[src/shared/pml_cfg.svh]
/*
 * pml_cfg.svh - offsets, field positions, reset values and codes of the
 * management register bank.
 * Assumes: included by bare name after the package; definitions only.
 */
`ifndef PML_CFG_SVH
`define PML_CFG_SVH

// ****************************************************************
// device and register addresses
// ****************************************************************
`define PML_DEV_ANEG      5'h00
`define PML_DEV_LINK      5'h01
`define PML_DEV_COMMON    5'h02
`define PML_REG_FLP_LO    16'h0003
`define PML_REG_FLP_HI    16'h0004
`define PML_REG_LINKUP    16'h0010
`define PML_REG_COMMON    16'h0000

// ****************************************************************
// reset values and codes
// ****************************************************************
`define PML_FLP_LO_8MS    16'h4000
`define PML_FLP_LO_16MS   16'h1A80
`define PML_FLP_HI_8MS    16'h0003
`define PML_FLP_HI_16MS   16'h0006
`define PML_LINKUP_RST    3'h4
`define PML_LINKUP_FAST   3'h3
`define PML_BMCR_FORCED   16'h2100

// ****************************************************************
// field positions
// ****************************************************************
`define PML_LINKUP_LSB    0
`define PML_LINKUP_MSB    2
`define PML_LED_OVR_BIT   4
`define PML_LED_STAT_BIT  3

`endif

[src/shared/pml_pkg.sv]
/*
 * pml_pkg.sv - types carried between the register bank and its user.
 * Assumes: nothing beyond a SystemVerilog compiler.
 */
package pml_pkg;

	typedef struct packed {
		logic        wr;
		logic        rd;
		logic [4:0]  dev;
		logic [15:0] addr;
		logic [15:0] wdata;
	} pml_req_t;

	typedef struct packed {
		logic        valid;
		logic [15:0] data;
	} pml_rsp_t;

endpackage

[src/rtl/pml_regs.sv]
/*
 * pml_regs.sv - indirect management register bank: auto-negotiation
 * burst timing pair, gigabit link-up time control, LED style override.
 * Assumes: one request per cycle from the management front end, never
 * read and write together; basic control register 0 value is supplied
 * on bmcr_in from the same clock domain; strap pin is asynchronous.
 */
// Contract
// - Low burst register resets to 0x4000 (8 ms); 0x1A80 means 16 ms.
// - High burst register resets to 0x0003 (8 ms); 0x0006 means 16 ms.
// - The three-bit link-up time field comes out of reset holding 100.
// - Link-up code 011 shortens link-up, safe with any partner.
// - Link-up field is reachable only while basic control is 0x2100.
// - The LED style override bit is write-only and always reads as 0.
// - An override write is copied into the status bit at position 3.
// - In both LED bits 1 is single-LED and 0 is tri-color dual-LED.
// - LED status takes the strap at reset, then moves only on override.
`timescale 1ns/100ps
`include "pml_cfg.svh"
module pml_regs (
	input  wire logic         ref_clk_in,
	input  wire logic         srst_in,
	input  pml_pkg::pml_req_t req_in,
	output pml_pkg::pml_rsp_t rsp_out,
	input  wire logic [15:0]  bmcr_in,
	input  wire logic         led_strap_in,
	output logic              led_single_out,
	output logic              flp_16ms_out,
	output logic              flp_code_ok_out,
	output logic [2:0]        linkup_code_out
);
	import pml_pkg::*;

	logic [15:0] flp_lo_r;
	logic [15:0] flp_hi_r;
	logic [2:0]  linkup_r;
	logic        led_stat_r;
	logic        strap_lvl;
	pml_rsp_t    rsp_r;
	pml_rsp_t    rsp_nxt;
	logic        forced;
	logic        hit_lo;
	logic        hit_hi;
	logic        hit_link;
	logic        hit_com;

	// ****************************************************************
	// decode
	// ****************************************************************
	assign forced   = (bmcr_in == `PML_BMCR_FORCED);
	assign hit_lo   = (req_in.dev == `PML_DEV_ANEG) &&
	                  (req_in.addr == `PML_REG_FLP_LO);
	assign hit_hi   = (req_in.dev == `PML_DEV_ANEG) &&
	                  (req_in.addr == `PML_REG_FLP_HI);
	assign hit_link = (req_in.dev == `PML_DEV_LINK) &&
	                  (req_in.addr == `PML_REG_LINKUP);
	assign hit_com  = (req_in.dev == `PML_DEV_COMMON) &&
	                  (req_in.addr == `PML_REG_COMMON);

	pml_sync3 u_strap (
		.ref_clk_in (ref_clk_in),
		.pin_in     (led_strap_in),
		.level_out  (strap_lvl)
	);

	// ****************************************************************
	// burst timing pair
	// ****************************************************************
	always_ff @(posedge ref_clk_in) begin
		if (srst_in) begin
			flp_lo_r <= `PML_FLP_LO_8MS;
		end else if (req_in.wr && hit_lo) begin
			flp_lo_r <= req_in.wdata;
		end
	end

	always_ff @(posedge ref_clk_in) begin
		if (srst_in) begin
			flp_hi_r <= `PML_FLP_HI_8MS;
		end else if (req_in.wr && hit_hi) begin
			flp_hi_r <= req_in.wdata;
		end
	end

	// 16 ms only when both halves agree; only the 8 ms reset pair also keeps flp_code_ok_out high
	assign flp_16ms_out = (flp_lo_r == `PML_FLP_LO_16MS) &&
	                      (flp_hi_r == `PML_FLP_HI_16MS);
	assign flp_code_ok_out = flp_16ms_out ||
	                         ((flp_lo_r == `PML_FLP_LO_8MS) &&
	                          (flp_hi_r == `PML_FLP_HI_8MS));

	// ****************************************************************
	// gigabit link-up time control
	// ****************************************************************
	always_ff @(posedge ref_clk_in) begin
		if (srst_in) begin
			linkup_r <= `PML_LINKUP_RST;
		end else if (req_in.wr && hit_link && forced) begin
			linkup_r <= req_in.wdata[`PML_LINKUP_MSB:`PML_LINKUP_LSB];
		end
	end
	assign linkup_code_out = linkup_r;

	// ****************************************************************
	// LED style status
	// ****************************************************************
	always_ff @(posedge ref_clk_in) begin
		if (srst_in) begin
			led_stat_r <= strap_lvl;
		end else if (req_in.wr && hit_com) begin
			led_stat_r <= req_in.wdata[`PML_LED_OVR_BIT];
		end
	end
	assign led_single_out = led_stat_r;

	// ****************************************************************
	// read answer, one cycle after the request
	// ****************************************************************
	always_comb begin
		rsp_nxt.valid = req_in.rd;
		rsp_nxt.data  = 16'h0000;
		if (req_in.rd) begin
			if (hit_lo) begin
				rsp_nxt.data = flp_lo_r;
			end else if (hit_hi) begin
				rsp_nxt.data = flp_hi_r;
			end else if (hit_link && forced) begin
				rsp_nxt.data[`PML_LINKUP_MSB:`PML_LINKUP_LSB] = linkup_r;
			end else if (hit_com) begin
				// override bit stays 0 on read
				rsp_nxt.data[`PML_LED_STAT_BIT] = led_stat_r;
			end
		end
	end

	always_ff @(posedge ref_clk_in) begin
		if (srst_in) begin
			rsp_r <= '0;
		end else begin
			rsp_r <= rsp_nxt;
		end
	end
	assign rsp_out = rsp_r;
endmodule

[src/rtl/pml_sync3.sv]
/*
 * pml_sync3.sv - three-stage synchroniser for a slow pin level.
 * Assumes: the pin changes rarely; output follows once stages two and
 * three agree. No reset: the chain settles within four clock edges.
 */
`timescale 1ns/100ps
module pml_sync3 (
	input  wire logic ref_clk_in,
	input  wire logic pin_in,
	output logic      level_out
);
	logic s1_r;
	logic s2_r;
	logic s3_r;

	// ****************************************************************
	// capture chain
	// ****************************************************************
	always_ff @(posedge ref_clk_in) begin
		s1_r <= pin_in;
		s2_r <= s1_r;
		s3_r <= s2_r;
	end

	always_ff @(posedge ref_clk_in) begin
		if (s2_r == s3_r) begin
			level_out <= s3_r;
		end
	end
endmodule

[config.mk]
export PLATFORM = sky130hd
export DESIGN_NAME = pml_regs
export DESIGN_NICKNAME = d
export VERILOG_FILES = /design/src/shared/pml_pkg.sv /design/src/rtl/pml_regs.sv /design/src/rtl/pml_sync3.sv
export VERILOG_INCLUDE_DIRS = /design/src /design/src/shared
export SDC_FILE = /design/constraint.sdc
export NUM_CORES = 1
export LEC_CHECK = 0
export BUFFER_PORTS_ARGS = -buffer_cell sky130_fd_sc_hd__buf_2
export CAP_MARGIN = 15
export CORE_MARGIN = 1.5
export CORE_UTILIZATION = 40
export DETAILED_ROUTE_END_ITERATION = 6
export MAX_ROUTING_LAYER = met4
export PLACE_DENSITY = 0.66
export SYNTH_ARGS = -nofsm -noshare
export SYNTH_HDL_FRONTEND = slang
export SYNTH_SLANG_ARGS = --single-unit
[constraint.sdc]
create_clock -name ref_clk_in -period 1.9 [get_ports ref_clk_in]
set_clock_uncertainty 0.05 [all_clocks]
set_input_delay 0.19 -clock ref_clk_in [delete_from_list [all_inputs] [get_ports ref_clk_in]]
set_output_delay 0.19 -clock ref_clk_in [all_outputs]
set_load 0.05 [all_outputs]
# Word level (Yosys, flattened, before mapping)
# Cells that the tools add are included.
[totals]
output_inout_bits = 23
ff_bits = 57
wordCells = 47
inputBits = 58
[classes]
reduce_logical = 17
n_bitwise = 1
eq_ne = 11
muxes = 8
[ops]
columns = ["op", "count"]
rows = [
  ["$eq 16x2->1 const B", 2],
  ["$eq 16x3->1 const B", 2],
  ["$eq 16x13->1 const B", 1],
  ["$eq 16x14->1 const B", 1],
  ["$eq 16x15->1 const B", 1],
  ["$eq 16x5->1 const B", 1],
  ["$logic_not 16->1", 1],
  ["$mux 16", 1],
  ["$logic_and 1x1->1", 12],
  ["$mux 12", 1],
  ["$eq 5x1->1 const B", 1],
  ["$eq 5x2->1 const B", 1],
  ["$logic_not 5->1", 1],
  ["$mux 1", 4],
  ["$mux 4", 1],
  ["$mux 3", 1],
  ["$reduce_bool 2->1", 1],
  ["$reduce_or 2->1", 1],
  ["$eq 1x1->1", 1],
  ["$logic_or 1x1->1", 1],
  ["$not 1->1", 1],
]

# Depth between registers and ports, before layout
[logic_depth]
ltp_word = 6
ltp_mapped = 7
ltp_nobuf = 5

# Cells and area by module
# From an unflattened synthesis, not the netlist that was laid out.
[hier_totals]
cells_unflattened = 264
area_unflattened_um2 = 2447.3
[by_module_without_submodules]
columns = ["mod", "cells_per_inst", "area_each_um2", "instances", "seq_area_each_um2"]
rows = [
  ["pml_regs", 259, 2348.5, 1, 1071.0],
  ["pml_sync3", 5, 98.8, 1, 90.1],
]

# Least setup slack after synthesis
# No wires, ideal clock.
[synth_timing]
path_type = "reg-to-output"
startpoint = "register flp_lo_r[12]"
endpoint = "output port flp_16ms_out"
arrival_ns = 1.915
stages_incl_launch_ff = 4
setup_slack_ns = -0.255
t_required_ns = 1.660
path_buffers = 0
cell_sequence = "dfxtp_1 nand4_1 nor4b_1 nor3b_1"
[synth_between]
elab_chain_len = 2
[synth_rtl]
columns = ["element", "line_no", "text"]
rows = [
  ["from (decl)", "pml_regs.sv:34", "logic [15:0] flp_lo_r;"],
  ["from (signal assigned)", "pml_regs.sv:71", "flp_lo_r <= `PML_FLP_LO_8MS;"],
  ["from (signal assigned)", "pml_regs.sv:73", "flp_lo_r <= req_in.wdata;"],
  ["$eq 16x13->1 (no source line)", "--", ""],
  ["$logic_and 1x1->1", "pml_regs.sv:86", "assign flp_16ms_out = (flp_lo_r == `PML_FLP_LO_16MS) &&"],
  ["to (decl)", "pml_regs.sv:28", "output logic flp_16ms_out,"],
]
# No other way between the ends.

# Final worst setup path
[layout_timing]
startpoint = "register flp_lo_r[12]"
endpoint = "output port flp_code_ok_out"
[layout_between]
elab_chain_len = 3
elab_cells_between_ends = 5
cone_classes = "2 x eq/ne; 3 x reduce/logical"
[layout_rtl]
columns = ["element", "line_no", "text"]
rows = [
  ["$eq 16x13->1 (no source line) or $eq 16x15->1 (tied branches)", "--", ""],
  ["$logic_and 1x1->1, on equally long branches", "pml_regs.sv:86, pml_regs.sv:89", ""],
  ["$logic_or 1x1->1 (*)", "pml_regs.sv:88", "assign flp_code_ok_out = flp_16ms_out ||"],
  ["to (decl)", "pml_regs.sv:29", "output logic flp_code_ok_out,"],
]
# Mark *: on every way between the ends. The rest lies on a longest branch, timed or not.

==> qor.csv <==
metric,value,unit
status,"complete, no violations",
drc_errors,0,
synth_commonest_cells,"dfxtp_1 (55), nor2_1 (38), a21oi_1 (20)",
hold_class,primary input to flop,
synth.net_count,308,
ys_top_cells_by_area,"dfxtp_1 (47%), mux2i_1 (6.8%), nor2_1 (6.1%), a21oi_1 (4.3%), nand3_1 (3.9%)",
drt_pass1_iterations,4,
cp.arrival,1600,ps
hold_viol_final,0,
num-nets-final,394,
start_util,0.4198,
routabilityCongestion,0.7584,
whs_path_depth,3,
postSynthAreaPerCell,9.359,um2
insertion_delay,340,ps
path_class,flop to output pin,
synthCells,250,
slowest_delay,350,ps
synth-seq-cells,57,
worst_slew_pin_slew,396.8,ps
core,5574,um2
ff_latch_area,1172,um2
critPathMaxFanout,4,
worstSetupEndpointType,output pin,
cp_cell_sequence,"buf_4, nor4b_2, a31oi_1, nor3_2, buf_6",
grt_pass1_wl,10010,um
die-area,6317,um2
cts_buffer_depth,2,
synth_xor_area_frac,0.003743,
synthSimpleGateAreaFrac,0.2535,
ys.flop_type,dfxtp_1,
cts.htree.levels,3,
critPathBufInv,2,
async_flop_share,0,
die_w,79.48,um
setup_tns,0,ps
areaGrowthSynthToFinish,34.97,%
io_pins,81,
max-vdd-ir-drop,0.4959,mV
power_density,782.6,nW/um2
path_depth,5,
viasPerCell,5.211,
layout-drive-gt1-share,0.3941,
grt-ovfl-total,0,
fill_cells,518,
cp-start-kind,flop,
setup_viol,0,
cts_tree,done,
crit_slowest_cell,dfxtp_4,
cts_buffers,9,
synth.distinct_cells,35,
drv_cap,0,
ff2ff_path_depth,2,
synthMuxAreaShare,0.07326,
p_leak,1.250,nW
grtUsageTotal,0.2138,
final_antenna_net_count,0,
multiInputGateArea,1135,um2
wl,6103,um
synth-adder-area-share,0,
ys_seq_area_frac,0.4963,
antenna_cells,0,
slew_headroom,0.7317,
post-route-min-period,1845,ps
via_count,2147,
synth.most_common_cell,dfxtp_1,
drtIter0Drc,157,
crit_family,simple AND/OR/NAND/NOR gates,
dp_hpwl,4191,um
path_clk_slew,60,ps
io_buffer_count,80,
r2r_slack,960,ps
rsz0062_at_grt,yes,
finalWorstSetupSlack,55.19,ps
slew_viol_final,0,
syn_area,2340,um2
required,1660,ps
fmax,542.1,MHz
synth_top_area_cell,dfxtp_1,
rows,27,
clkSinkCount,57,
netlist.area_leader.share,0.4706,
ys_warn_count,0,
synth-edff-count,2,
dp_slack,-6.838,ps
min_period_over_period,0.9710,
die_h,79.48,um
grt_pass1_vias,2150,
synth-compound-area-share,0.1187,
antenna_found_initial,0,
grt_max_degree,37,
cts_root_buffer,clkbuf_8,
synth_top_family_by_area,simple AND/OR/NAND/NOR gates,
avgRoutedWirePerCell,14.81,um
[stage by stage]
step | hold slack [ps] | instances | instance area, um2 | utilization | total power [mW]
2_1_floorplan | 167.7 | 250 | 2350 | - | 1.290
3_3_place_gp | 243.4 | 393 | 2840 | 0.5095 | 1.375
3_5_place_dp | 244.1 | 393 | 2840 | 0.5095 | 1.378
4_1_cts | 36.53 | 409 | 3067 | 0.5502 | 2.500
5_1_grt | 48.54 | 412 | 3158 | 0.5666 | 2.557
6_report | 49.34 | 412 | 3158 | 0.5666 | 2.472
[worst paths after layout]
check                             end                       from
max                   flp_code_ok_out  flp_lo_r[12]$_SDFFE_PP0P_
min          flp_lo_r[9]$_SDFFE_PP0P_                  req_in[9]
max reg2reg     rsp_out[0]$_SDFF_PP0_   flp_hi_r[0]$_SDFFE_PP1P_
min reg2reg      u_strap.s2_r$_DFF_P_       u_strap.s1_r$_DFF_P_
[sequential cells by signal, indices dropped and copies added, names as in the netlist]
signal,flops
flp_hi_r,16
flp_lo_r,16
led_single_out,1
linkup_code_out,3
rsp_out,17
u_strap.level_out,1
u_strap.s1_r,1
u_strap.s2_r,1
u_strap.s3_r,1
[report_power, final]
part	internal [mW]	switching [mW]
clock network	0.665	0.455
logic	0.0630	0.0764
registers	1.21	0.00278
total	1.94	0.534
[final cells by class]
class,instances,area share
clock buffer,12,0.04913
multi-input combinational,170,0.3594
sequential,57,0.3712
timing repair buffer,92,0.1719
clock inverter,3,0.01268
inverter,6,0.007132
tap,72,0.02853
[placed cells by master, fill, tap and decap left out, types with 3 or more instances in the layout]
cell type  instances
inv_1              6
a22oi_1           12
nor4b_1            3
buf_4              8
nand3_1           17
nand4_1            6
nor4_2             7
dfxtp_1           48
buf_12             3
a211oi_2           3
mux2i_1           16
nand2_1           16
dfxtp_2            6
nor2_1            38
a21oi_1           20
clkbuf_8          11
buf_2             78
a221oi_1           3
nor3_1             5
[what timing repair did]
item	in CTS	in global routing
endpoints found under the hold margin	1	0
setup buffers	0	3
hold buffers	1	0
setup endpoints to repair	2	2
pin swaps	0	8
gates cloned	0	0
gates resized for setup	5	17
[metal layers]
metal  wire [um]  vias to the layer above  GRT usage
met5           0                        -          -
met4          83                        0    0.07719
met3         319                        9    0.06743
met2        3129                       54     0.3593
met1        2571                     1013     0.2380
li1            -                     1071          -
[tightest hold or removal path, stage by stage]
cell     delay (ps)
buf_2           100
nand3_1          60
a21oi_1          50
[kinds of logic (layout without fill, tap and decap cells)]
group,count (synthesis),count (layout)
compound gates,41,41
xor+xnor,1,1
flops,57,57
simple gates,111,111
buf+inv,23,113
mux,17,17
Power figures use the tool's default switching activity.
